$ cat src/rtl/pfc_defs.svh
// constants for the pause flow-control block
// assumes a single core clock and an apb register port
`ifndef PFC_DEFS_SVH
`define PFC_DEFS_SVH

// register indices; byte address is four times the index
`define PFC_IDX_CTRL 12'h700
`define PFC_IDX_OBEY 12'h701
`define PFC_IDX_TXEN 12'h702
`define PFC_IDX_QUANTA 12'h703
`define PFC_IDX_STATUS 12'h704
`define PFC_IDX_ADDR_LOW 12'h707
`define PFC_IDX_ADDR_HIGH 12'h708
`define PFC_IDX_PRIO_LO 12'h709
`define PFC_IDX_PRIO_HI 12'h70a

// control register fields
`define PFC_CTRL_PROC 0
`define PFC_CTRL_FWD 1
`define PFC_CTRL_RETX 2
`define PFC_CTRL_PRIO 3
`define PFC_CTRL_RST 4'h1
`define PFC_OBEY_RST 1'h1
`define PFC_TXEN_RST 8'hff
`define PFC_QUANTA_RST 16'hffff
`define PFC_HOLDOFF_RST 16'h8000

// frame fields
`define PFC_ETYPE 16'h8808
`define PFC_OPC_STD 16'h0001
`define PFC_OPC_PRIO 16'h0101
`define PFC_MCAST_DA 48'h0180c2000001
`define PFC_MAX_CLASSES 8
`define PFC_TIME_W 16

// timing: one quantum is 512 bit times on a 40 Gb/s link
`define PFC_QUANTUM_BITS 512
`define PFC_LINK_GBPS 40
`define PFC_CLK_PS 25000

`endif

$ cat src/rtl/pfc_pkg.sv
// types for the pause flow-control block
// assumes pfc_defs.svh is on the include path
`include "pfc_defs.svh"

package pfc_pkg;

  typedef enum logic [1:0] {
    PFC_IDLE = 2'h0,
    PFC_WAIT = 2'h1,
    PFC_OFFER = 2'h3
  } pfc_tx_st_t;

  typedef struct packed {
    pfc_tx_st_t st;
    logic [31:0] prdata;
    logic pslverr;
    logic [3:0] ctrl;
    logic obey;
    logic [7:0] tx_en;
    logic [15:0] quanta;
    logic [15:0] holdoff;
    logic [31:0] std_lo;
    logic [15:0] std_hi;
    logic [31:0] pr_lo;
    logic [15:0] pr_hi;
    logic [7:0] ins_prev;
    logic [7:0] xoff_pend;
    logic [7:0] xon_pend;
    logic [7:0][15:0] hold_cnt;
    logic [7:0][15:0] rx_tmr;
    logic [7:0] qdiv;
    logic qtick;
    logic [7:0] ofr_cls;
    logic ofr_xoff;
    logic [15:0] ofr_time;
    logic [15:0] ofr_opc;
    logic rx_deliver;
    logic rx_drop;
    logic [7:0] rx_match;
    logic hold;
  } pfc_state_t;

endpackage : pfc_pkg

$ cat src/rtl/pfc_top.sv
// pause flow control: xoff/xon insertion, rx pause filtering, tx hold
// assumes a tx mac that sends the offered control frame and reports
// frame activity, and an rx parser that reports each frame at its end
`timescale 1ns/1ps
`default_nettype none
`include "pfc_defs.svh"

module pfc_top #(
  parameter int NUM_CLASSES = 1,
  parameter bit DROP_BAD_STD = 1'b1
) (
  // clock and reset
  input wire logic core_clk,
  input wire logic rst_n,
  // apb slave
  input wire logic psel,
  input wire logic penable,
  input wire logic pwrite,
  input wire logic [15:0] paddr,
  input wire logic [31:0] pwdata,
  output logic [31:0] prdata,
  output logic pready,
  output logic pslverr,
  // client pause control
  input wire logic [NUM_CLASSES-1:0] pause_insert_tx,
  output logic [NUM_CLASSES-1:0] pause_receive_rx,
  output logic tx_client_ready,
  // tx mac control frame offer
  input wire logic tx_frm_busy,
  input wire logic tx_ctl_ready,
  output logic tx_ctl_valid,
  output logic tx_ctl_xoff,
  output logic [15:0] tx_ctl_type,
  output logic [15:0] tx_ctl_opcode,
  output logic [7:0] tx_ctl_cls,
  output logic [15:0] tx_ctl_time,
  // rx frame report
  input wire logic rx_frm_done,
  input wire logic [47:0] rx_frm_da,
  input wire logic [15:0] rx_frm_type,
  input wire logic [15:0] rx_frm_opcode,
  input wire logic [7:0] rx_frm_cls_en,
  input wire logic [127:0] rx_frm_times,
  input wire logic rx_frm_runt,
  input wire logic rx_frm_fcs_err,
  output logic rx_frm_deliver,
  output logic rx_frm_drop
);

  // quantum length in ps, rounded up to whole clock cycles
  localparam int QUANTUM_PS = `PFC_QUANTUM_BITS * 1000 / `PFC_LINK_GBPS;
  localparam int QCYC_RAW = (QUANTUM_PS + `PFC_CLK_PS - 1) / `PFC_CLK_PS;
  localparam int QCYC_INT = (QCYC_RAW < 1) ? 1 : QCYC_RAW;
  localparam logic [7:0] QCYC_LAST = 8'(QCYC_INT - 1);

  if (NUM_CLASSES < 1 || NUM_CLASSES > `PFC_MAX_CLASSES)
  begin : g_bad_classes
    $error("NUM_CLASSES must lie between 1 and 8");
  end
  if (QCYC_INT > 256)
  begin : g_bad_quantum
    $error("quantum divider too long for its counter");
  end

  localparam pfc_pkg::pfc_state_t RST_STATE = '{
    st: pfc_pkg::PFC_IDLE,
    ctrl: `PFC_CTRL_RST,
    obey: `PFC_OBEY_RST,
    tx_en: `PFC_TXEN_RST,
    quanta: `PFC_QUANTA_RST,
    holdoff: `PFC_HOLDOFF_RST,
    default: '0
  };

  pfc_pkg::pfc_state_t r;
  pfc_pkg::pfc_state_t n;
  logic [7:0] ins_v;
  logic [11:0] widx;
  logic proc_en;
  logic prio;
  logic accepting;
  logic rx_is_pause;
  logic rx_addr_ok;
  logic rx_bad;
  logic rx_act;
  logic tx_want_hold;

  // request width follows the class count; unused lanes stay low
  always_comb
  begin
    ins_v = '0;
    ins_v[NUM_CLASSES-1:0] = pause_insert_tx;
  end

  assign widx = paddr[13:2];
  assign proc_en = r.ctrl[`PFC_CTRL_PROC];
  assign prio = r.ctrl[`PFC_CTRL_PRIO];
  assign accepting = (r.st == pfc_pkg::PFC_OFFER) && tx_ctl_ready;

  // pause frame: ethertype and the opcode of the active mode
  assign rx_is_pause = (rx_frm_type == `PFC_ETYPE) &&
    (rx_frm_opcode == (prio ? `PFC_OPC_PRIO : `PFC_OPC_STD));
  // reserved multicast or this mode's pair
  assign rx_addr_ok = (rx_frm_da == `PFC_MCAST_DA) ||
    (rx_frm_da == (prio ? {r.pr_hi, r.pr_lo} : {r.std_hi, r.std_lo}));
  // standard-mode runts and crc failures never act
  assign rx_bad = DROP_BAD_STD && !prio && (rx_frm_runt || rx_frm_fcs_err);
  // processing gate; forwarding plays no part here
  assign rx_act = rx_frm_done && proc_en && rx_is_pause && rx_addr_ok &&
    !rx_bad;

  always_comb
  begin
    n = r;
    n.rx_deliver = 1'b0;
    n.rx_drop = 1'b0;

    // apb: read data and error latched in setup, shown in access
    if (psel && !penable)
    begin
      n.pslverr = 1'b0;
      n.prdata = '0;
      if (widx == `PFC_IDX_CTRL)
        n.prdata[3:0] = r.ctrl;
      else if (widx == `PFC_IDX_OBEY)
        n.prdata[0] = r.obey;
      else if (widx == `PFC_IDX_TXEN)
        n.prdata[7:0] = r.tx_en;
      else if (widx == `PFC_IDX_QUANTA)
        n.prdata = {r.holdoff, r.quanta};
      else if (widx == `PFC_IDX_STATUS)
        n.prdata = {6'h00, r.st, r.xon_pend, r.xoff_pend, r.rx_match};
      else if (widx == `PFC_IDX_ADDR_LOW)
        n.prdata = r.std_lo;
      else if (widx == `PFC_IDX_ADDR_HIGH)
        n.prdata[15:0] = r.std_hi;
      else if (widx == `PFC_IDX_PRIO_LO)
        n.prdata = r.pr_lo;
      else if (widx == `PFC_IDX_PRIO_HI)
        n.prdata[15:0] = r.pr_hi;
      else
        n.pslverr = 1'b1;
    end
    if (psel && penable && pwrite && !r.pslverr)
    begin
      if (widx == `PFC_IDX_CTRL)
        n.ctrl = pwdata[3:0];
      else if (widx == `PFC_IDX_OBEY)
        n.obey = pwdata[0];
      else if (widx == `PFC_IDX_TXEN)
        n.tx_en = pwdata[7:0];
      else if (widx == `PFC_IDX_QUANTA)
      begin
        n.quanta = pwdata[15:0];
        n.holdoff = pwdata[31:16];
      end
      else if (widx == `PFC_IDX_ADDR_LOW)
        n.std_lo = pwdata;
      else if (widx == `PFC_IDX_ADDR_HIGH)
        n.std_hi = pwdata[15:0];
      else if (widx == `PFC_IDX_PRIO_LO)
        n.pr_lo = pwdata;
      else if (widx == `PFC_IDX_PRIO_HI)
        n.pr_hi = pwdata[15:0];
    end

    // quantum tick divider
    if (r.qdiv == QCYC_LAST)
    begin
      n.qdiv = '0;
      n.qtick = 1'b1;
    end
    else
    begin
      n.qdiv = r.qdiv + 8'h01;
      n.qtick = 1'b0;
    end

    // per-class request tracking; clears first so a new event wins
    for (int i = 0; i < `PFC_MAX_CLASSES; i++)
    begin
      if (accepting && r.ofr_cls[i] && r.ofr_xoff)
      begin
        n.xoff_pend[i] = 1'b0;
        n.hold_cnt[i] = r.holdoff;
      end
      else if (r.qtick && r.hold_cnt[i] != '0)
        n.hold_cnt[i] = r.hold_cnt[i] - 16'h0001;
      if (accepting && r.ofr_cls[i] && !r.ofr_xoff)
        n.xon_pend[i] = 1'b0;
      if (i < NUM_CLASSES && (prio || i == 0) && r.tx_en[i])
      begin
        if (ins_v[i] && !r.ins_prev[i])
        begin
          n.xoff_pend[i] = 1'b1;
          n.xon_pend[i] = 1'b0;
        end
        else if (!ins_v[i] && r.ins_prev[i])
        begin
          n.xon_pend[i] = 1'b1;
          n.xoff_pend[i] = 1'b0;
        end
        else if (r.ctrl[`PFC_CTRL_RETX] && ins_v[i] && r.ins_prev[i] &&
                 r.hold_cnt[i] == '0 && !r.xoff_pend[i] &&
                 !(r.st == pfc_pkg::PFC_OFFER && r.ofr_cls[i]))
          n.xoff_pend[i] = 1'b1; // hold-off lapsed, send again
      end
    end
    n.ins_prev = ins_v;

    // control frame insertion between client frames
    case (r.st)
      pfc_pkg::PFC_IDLE:
      begin
        if (|(r.xoff_pend | r.xon_pend))
          n.st = pfc_pkg::PFC_WAIT;
      end
      pfc_pkg::PFC_WAIT:
      begin
        // never cut into a frame already on the wire
        if (!tx_frm_busy)
        begin
          n.st = pfc_pkg::PFC_OFFER;
          n.ofr_opc = prio ? `PFC_OPC_PRIO : `PFC_OPC_STD;
          if (|r.xoff_pend)
          begin
            n.ofr_xoff = 1'b1;
            n.ofr_cls = r.xoff_pend;
            n.ofr_time = r.quanta;
          end
          else if (|r.xon_pend)
          begin
            n.ofr_xoff = 1'b0;
            n.ofr_cls = r.xon_pend;
            n.ofr_time = '0;
          end
          else
            n.st = pfc_pkg::PFC_IDLE;
        end
      end
      pfc_pkg::PFC_OFFER:
      begin
        if (tx_ctl_ready)
          n.st = pfc_pkg::PFC_IDLE;
      end
      default:
        n.st = pfc_pkg::PFC_IDLE;
    endcase

    // rx delivery: only matching pause frames feel the forward bit
    if (rx_frm_done)
    begin
      if (rx_is_pause && rx_addr_ok)
      begin
        // drop unless processing and forwarding both on
        n.rx_deliver = proc_en && r.ctrl[`PFC_CTRL_FWD];
        n.rx_drop = !(proc_en && r.ctrl[`PFC_CTRL_FWD]);
      end
      else
        n.rx_deliver = 1'b1;
    end

    // pause timers; a new quanta value overrides the running one
    for (int i = 0; i < `PFC_MAX_CLASSES; i++)
    begin
      if (r.qtick && r.rx_tmr[i] != '0)
        n.rx_tmr[i] = r.rx_tmr[i] - 16'h0001;
      // same clock on both sides, so the request is a plain pulse
      if (rx_act && i < NUM_CLASSES &&
          (prio ? rx_frm_cls_en[i] : (i == 0)))
        n.rx_tmr[i] = rx_frm_times[i*`PFC_TIME_W +: `PFC_TIME_W];
      n.rx_match[i] = (n.rx_tmr[i] != '0);
    end

    // standard mode hold, taken only at a frame boundary
    tx_want_hold = !prio && r.obey && (n.rx_tmr[0] != '0);
    n.hold = tx_want_hold && (r.hold || !tx_frm_busy);
  end

  always_ff @(posedge core_clk)
  begin
    if (!rst_n)
      r <= RST_STATE;
    else
      r <= n;
  end

  // zero wait states: every access completes in its first access cycle
  assign pready = 1'b1;
  assign prdata = r.prdata;
  assign pslverr = r.pslverr;
  assign pause_receive_rx = r.rx_match[NUM_CLASSES-1:0];
  // in priority mode the client throttles itself from the match output
  assign tx_client_ready = !r.hold && (r.st != pfc_pkg::PFC_OFFER);
  assign tx_ctl_valid = (r.st == pfc_pkg::PFC_OFFER);
  assign tx_ctl_xoff = r.ofr_xoff;
  assign tx_ctl_type = `PFC_ETYPE;
  assign tx_ctl_opcode = r.ofr_opc;
  assign tx_ctl_cls = r.ofr_cls;
  assign tx_ctl_time = r.ofr_time;
  assign rx_frm_deliver = r.rx_deliver;
  assign rx_frm_drop = r.rx_drop;
endmodule : pfc_top

`default_nettype wire

$ cat config.mk
export PLATFORM = sky130hd
export DESIGN_NAME = pfc_top
export DESIGN_NICKNAME = d
export VERILOG_FILES = /design/src/rtl/pfc_pkg.sv /design/src/rtl/pfc_top.sv
export VERILOG_INCLUDE_DIRS = /design/src /design/src/rtl
export SDC_FILE = /design/constraint.sdc
export NUM_CORES = 1
export LEC_CHECK = 0
export BUFFER_PORTS_ARGS = -buffer_cell sky130_fd_sc_hd__buf_2
export CAP_MARGIN = 20
export CELL_PAD_IN_SITES_DETAIL_PLACEMENT = 1
export CELL_PAD_IN_SITES_GLOBAL_PLACEMENT = 1
export CORE_MARGIN = 4
export CORE_UTILIZATION = 36
export DETAILED_ROUTE_END_ITERATION = 8
export GPL_TIMING_DRIVEN = 1
export HOLD_SLACK_MARGIN = 0.03
export MAX_ROUTING_LAYER = met4
export PLACE_DENSITY = 0.75
export SLEW_MARGIN = 40
export SYNTH_ARGS = -nofsm -noshare
export SYNTH_HDL_FRONTEND = slang
export SYNTH_SLANG_ARGS = --single-unit
$ cat constraint.sdc
create_clock -name core_clk -period 8.5 [get_ports core_clk]
set_input_delay 0.425 -clock core_clk [delete_from_list [all_inputs] [get_ports core_clk]]
set_output_delay 0.425 -clock core_clk [all_outputs]
set_load 0.03 [all_outputs]
Yosys cells after proc, flatten, opt, wreduce, memory -nomap -nowiden
Cells that the tools add are included.
{ "word_totals": {"register_bits": 384, "inputBits": 275, "out_inout_bits": 96, "elab_cells": 219} }
{ "classes": {"n_addsub": 10, "bitwise": 10, "n_eq_ne": 19, "n_reduce_logical": 90, "n_mux": 56} }
{ "ops": {"columns": ["cell", "n"], "rows": [
  ["$reduce_bool 16->1", 17],
  ["$mux 16", 16],
  ["$sub 16x1->16 const B", 9],
  ["$eq 12x11->1 const B", 9],
  ["$mux 32", 3],
  ["$mux 25", 2],
  ["$eq 48x41->1 const B", 1],
  ["$eq 48x48->1", 1],
  ["$mux 48", 1],
  ["$logic_and 1x1->1", 38],
  ["$mux 31", 1],
  ["$mux 28", 1],
  ["$mux 24", 1],
  ["$mux 1", 22],
  ["$eq 16x16->1", 1],
  ["$eq 16x16->1 const B", 1],
  ["$logic_not 16->1", 1],
  ["$logic_not 1->1", 12],
  ["$reduce_and 3->1", 4],
  ["$mux 2", 5],
  ["$mux 9", 1],
  ["$not 1->1", 9],
  ["$reduce_and 9->1", 1],
  ["$add 8x1->8 const B", 1],
  ["19 further kinds", 27]
]} }

Logic depth before layout (Yosys ltp)
{ "depth": {"word_depth": 11, "depth_mapped": 11, "mapped_depth_nobuf": 9} }

Least setup slack after synthesis
No wires, ideal clock.
{ "synth_path": {"path_type": "reg-to-reg", "from": "reg r[61] (netlist bit)", "to": "reg r (netlist bit pause_receive_rx)", "path_stages_with_launch": 11, "path_buffers": 1, "t_arrival_ns": 2.546, "period_less_slack_ns": 2.680, "setup_time_ns": 0.134, "t_required_ns": 8.366, "path_slack_ns": 5.820, "path_cell_list": "dfxtp_1 > clkbuf_1 > inv_1 > ha_1 > or4b_1 > nor4_2 > nor4_1 > xor2_1 > or4_1 > nor3_2 > a211oi_1"} }
{ "synth_between": {"elab_chain_len": 5, "elab_cells_between_ends": 6, "classes_between": "add/sub (1); mux (2); reduce/logical (3)"} }
{ "synth_lines": {"columns": ["element", "line_no", "source"], "rows": [
  ["from (decl)", "pfc_top.sv:75", "pfc_pkg::pfc_state_t r;"],
  ["from (signal assigned)", "pfc_top.sv:285", "r <= n;"],
  ["parallel branches: the longest is 2 deep, another holds $sub 16x1->16", null, null],
  ["$mux 16 (*)", "pfc_top.sv:266", "if (r.qtick && r.rx_tmr[i] != '0)"],
  ["$mux 16 (*)", "pfc_top.sv:269", "if (rx_act && i < NUM_CLASSES &&"],
  ["$reduce_bool 16->1 (*)", "pfc_top.sv:272", "n.rx_match[i] = (n.rx_tmr[i] != '0);"]
]} }
Every way passes the cells marked *.
A chain may end at the register's enable or synchronous reset.

Worst setup path in the final report
{ "layout_path": {"from": "reg r (netlist bit prio)", "to": "reg r[0] (netlist bit)"} }
{ "layout_between": {"elab_chain_len": 11, "elab_cells_between_ends": 19, "classes_between": "eq/ne (2); mux (4); reduce/logical (13)"} }
{ "layout_lines": {"columns": ["element", "line_no", "source"], "rows": [
  ["$mux 9 (no source line)", null, null],
  ["$eq 16x16->1", "pfc_top.sv:102", "(rx_frm_opcode == (prio ? `PFC_OPC_PRIO : `PFC_OPC_STD));"],
  ["$logic_and 1x1->1", "pfc_top.sv:101", "assign rx_is_pause = (rx_frm_type == `PFC_ETYPE) &&"],
  ["$logic_and 1x1->1 (3 in series)", "pfc_top.sv:109", "assign rx_act = rx_frm_done && proc_en && rx_is_pause && rx_addr_ok &&"],
  ["$logic_and 1x1->1", "pfc_top.sv:269", null],
  ["$mux 16", "pfc_top.sv:269", null],
  ["$reduce_bool 16->1", "pfc_top.sv:276", "tx_want_hold = !prio && r.obey && (n.rx_tmr[0] != '0);"],
  ["$logic_and 1x1->1 (*)", "pfc_top.sv:276", null],
  ["$logic_and 1x1->1 (*)", "pfc_top.sv:277", "n.hold = tx_want_hold && (r.hold || !tx_frm_busy);"]
]} }
Every way passes the cells marked *; elsewhere a longest branch is shown, timed or not.

==> flow_summary_export.csv <==
group,metric,value,unit
final_layout,final_common_cell,"nand2_1",
routing,vias_per_cell,5.61,
synthesis,ys.warnings.count,0,
final_layout,fill_cells,6275,
sta,fin_skew,0.0188,ns
sta,final-setup-viol-count,0,
die,rows,83,
routing,num_vias,17800,
setup_path,worstSetupPathType,"flop to flop",
grt,grt.overflow.total,0,
clock_tree,cts_tree,"yes",
synthesis,yosysTopAreaCellShare,38.7,%
grt,grt_pass1_wl,101,mm
placed_design,numPortBuffers,209,
sta,finalSetupTns,0,ns
clock_tree,htree_levels,2,
setup_path,startpoint_type,"flop",
final_layout,post-route-util,41.4,%
final_layout,drive_above_1_share,13.8,%
synthesis,async_flop_share,0,%
setup_path,cp.required,8.98,ns
clock_tree,cts_setup_buffers,0,
sta,slew_headroom,40.6,%
die,die_h,236,um
clock_tree,cts_made_buffers,42,
final_layout,mostFrequentLayoutCells,"417 x nand2_1, 362 x dfxtp_1, 221 x nor2_1",
synthesis,ys.flop_type,"dfxtp_1",
setup_path,cp-end-kind,"flop",
pwr,intPower,4.16,mW
clock_tree,clkTransAtPathRegs,0.06,ns
routing,final_antenna_net_count,0,
die,die_area,55900,sq um
synthesis,yosysSeqAreaShare,38.7,%
pwr,ir_drop,0.000150,V
sta,rsz0062_at_grt,"no",
sta,drv_slew,0,
synthesis,syn_inst,2370,
sta,timing.final.crit_share,41.0,%
routing,first_iter_violations,1272,
final_layout,nets,2752,
clock_tree,cts_buffer_depth,3,
routing,drt_first_pass_iters,7,
synthesis,syn_area,18800,sq um
sta,finalCriticalPeriod,3.48,ns
sta,max_freq,287,MHz
routing,routedWlPerCell,20.7,um
min_path,hold_class,"primary input to flop",
synthesis,synth_area_leaders,"dfxtp_1 39%, nand2_1 8.3%, xnor2_1 5.7%",
die,die_width,236,um
die,io_pins,371,
clock_tree,clock-sinks,363,
die,core_area,51500,sq um
run_status,status,"finished clean",
grt,track_usage,23.0,%
clock_tree,cts_resized,0,
clock_tree,worst_skew_pair.late_latency,0.58,ns
clock_tree,postCtsHoldBufs,0,
run,maxCapViolCount,0,
synthesis,synth_cell_types,81,
clock_tree,cts_root_buf,"clkbuf_16",
routing,drcViolationCount,0,
placed_design,gp_congestion,0.929,
pwr,leakage,7.72,nW
final_layout,syn2layout_area_growth,13.4,%
pwr,p_switching,2.61,mW
routing,wirelength,65.9,mm
grt,grt_max_degree,99,
placed_design,hpwlAfterDp,47.2,mm
sta,worst_pin_slew,0.884,ns
synthesis,syn_area_per_cell,7.93,sq um
synthesis,yosys.area.top_type,"dfxtp_1",
pwr,clockPowerShare,26.9,%
pwr,fin_total_pwr,6.77,mW
die,start_util,36.5,%
grt,grt_pass1_vias,18200,
pwr,power_switching_share,38.5,%
synthesis,synth_seq_cells,363,
sta,hold_viol,0,
pwr,p_per_area,318,nW/um^2
synthesis,synth_edf_count,0,
pwr,combPwrFrac,38.0,%
grt,antenna_found_initial,8,
setup_path,cp.arrival,3.96,ns
pwr,power_frac_seq,35.1,%
setup_path,cp_max_fo,55,
[worst max-delay path, stage by stage (launching register included)]
cell and delay (ns):
dfxtp_4 0.34, buf_6 0.58, mux2i_1 0.47, xnor2_1 0.21
nor4_1 0.41, nand4_1 0.22, o31ai_4 0.29, buf_4 0.31
nand3_1 0.22, a211oi_1 0.27
[metal layers]
layer / wire, um / global-route usage (%)
met1: 27900 / 28.0
met2: 31200 / 37.5
met3: 4320 / 5.00
met4: 2500 / 8.60
met5: 0 / -
[Yosys cell counts (19+ instances only)]
cell type and number:
o21ai_0 65, a31oi_1 24, xor2_1 41, nor3_1 69, nor4_1 84, nand4_1 21
nor2_1 224, a22oi_1 19, a21oi_1 197, ha_1 19, xnor2_1 122, nand2_1 417
a222oi_1 19, dfxtp_1 363, or3_1 31, nand3_1 74, mux2i_1 69, clkbuf_1 108
inv_1 34, buf_4 93
[cell families (layout without fill, tap and decap cells)]
| family | Yosys count | in the layout | share of synthesized area, % |
|---|---|---|---|
| buffers and inverters | 257 | 338 | 7.11 |
| adders and majority gates | 19 | 19 | 1.27 |
| muxes | 74 | 74 | 3.98 |
| and+or+nand+nor | 1051 | 1051 | 26.6 |
| xor gates and xnor gates | 163 | 163 | 7.60 |
| AOI/OAI and AO/OA | 441 | 441 | 14.7 |
| DFF | 363 | 363 | 38.7 |
| other | 2 | 48 | 0.0400 |
[path summary, 6_finish.rpt]
kind	from	endpoint	slack (ns)	depth (start not counted)
worst min register to register	prdata[10]	prdata[10]	0.45	2
worst min-delay path	rx_frm_times[5]	r[66]	0.13	3
worst max-delay path	prio	r[0]	5.02	9
worst max register to register	prio	r[0]	5.02	9
[layout make-up]
type	count	area [sq um]	share of cell area, %
multi-input cells	1786	10400	49.0
flip-flops and latches	363	7270	34.1
clock buffers	63	1260	5.93
repair buffers	230	1220	5.74
well taps	680	851	3.99
inverters	35	139	0.652
clock inverters	10	106	0.499
diodes	10	25.0	0.117
[stage by stage]
step	cell area [sq um]	hold WS (ns)	setup WS, ns	instances
finish	21300	0.129	5.02	3177
global placement	19800	0.432	4.90	3092
CTS	21300	0.0952	5.07	3167
floorplan	18900	0.426	5.82	2406
global route	21300	0.115	4.93	3175
detailed placement	19900	0.441	4.80	3094
[power by group through the flow]
| stage | registers (mW) | clock network, mW | logic, mW |
|---|---|---|---|
| final | 2.38 | 1.82 | 2.57 |
| after global routing | 2.43 | 1.93 | 2.89 |
| after CTS | 2.37 | 1.86 | 2.57 |
| after detailed placement | 2.40 | 0 | 2.54 |
| after global placement | 2.37 | 0 | 2.42 |
| after floorplan | 2.27 | 0 | 2.07 |
[state kept, by name, indices dropped and copies added, names as in the netlist]
name and cells:
pause_receive_rx 1, prdata 32, prio 1, proc_en 1, pslverr 1, r 305, rx_frm_deliver 1, rx_frm_drop 1
tx_ctl_cls 1, tx_ctl_opcode 2, tx_ctl_time 16, tx_ctl_xoff 1
(Power assumes the default switching activity.)
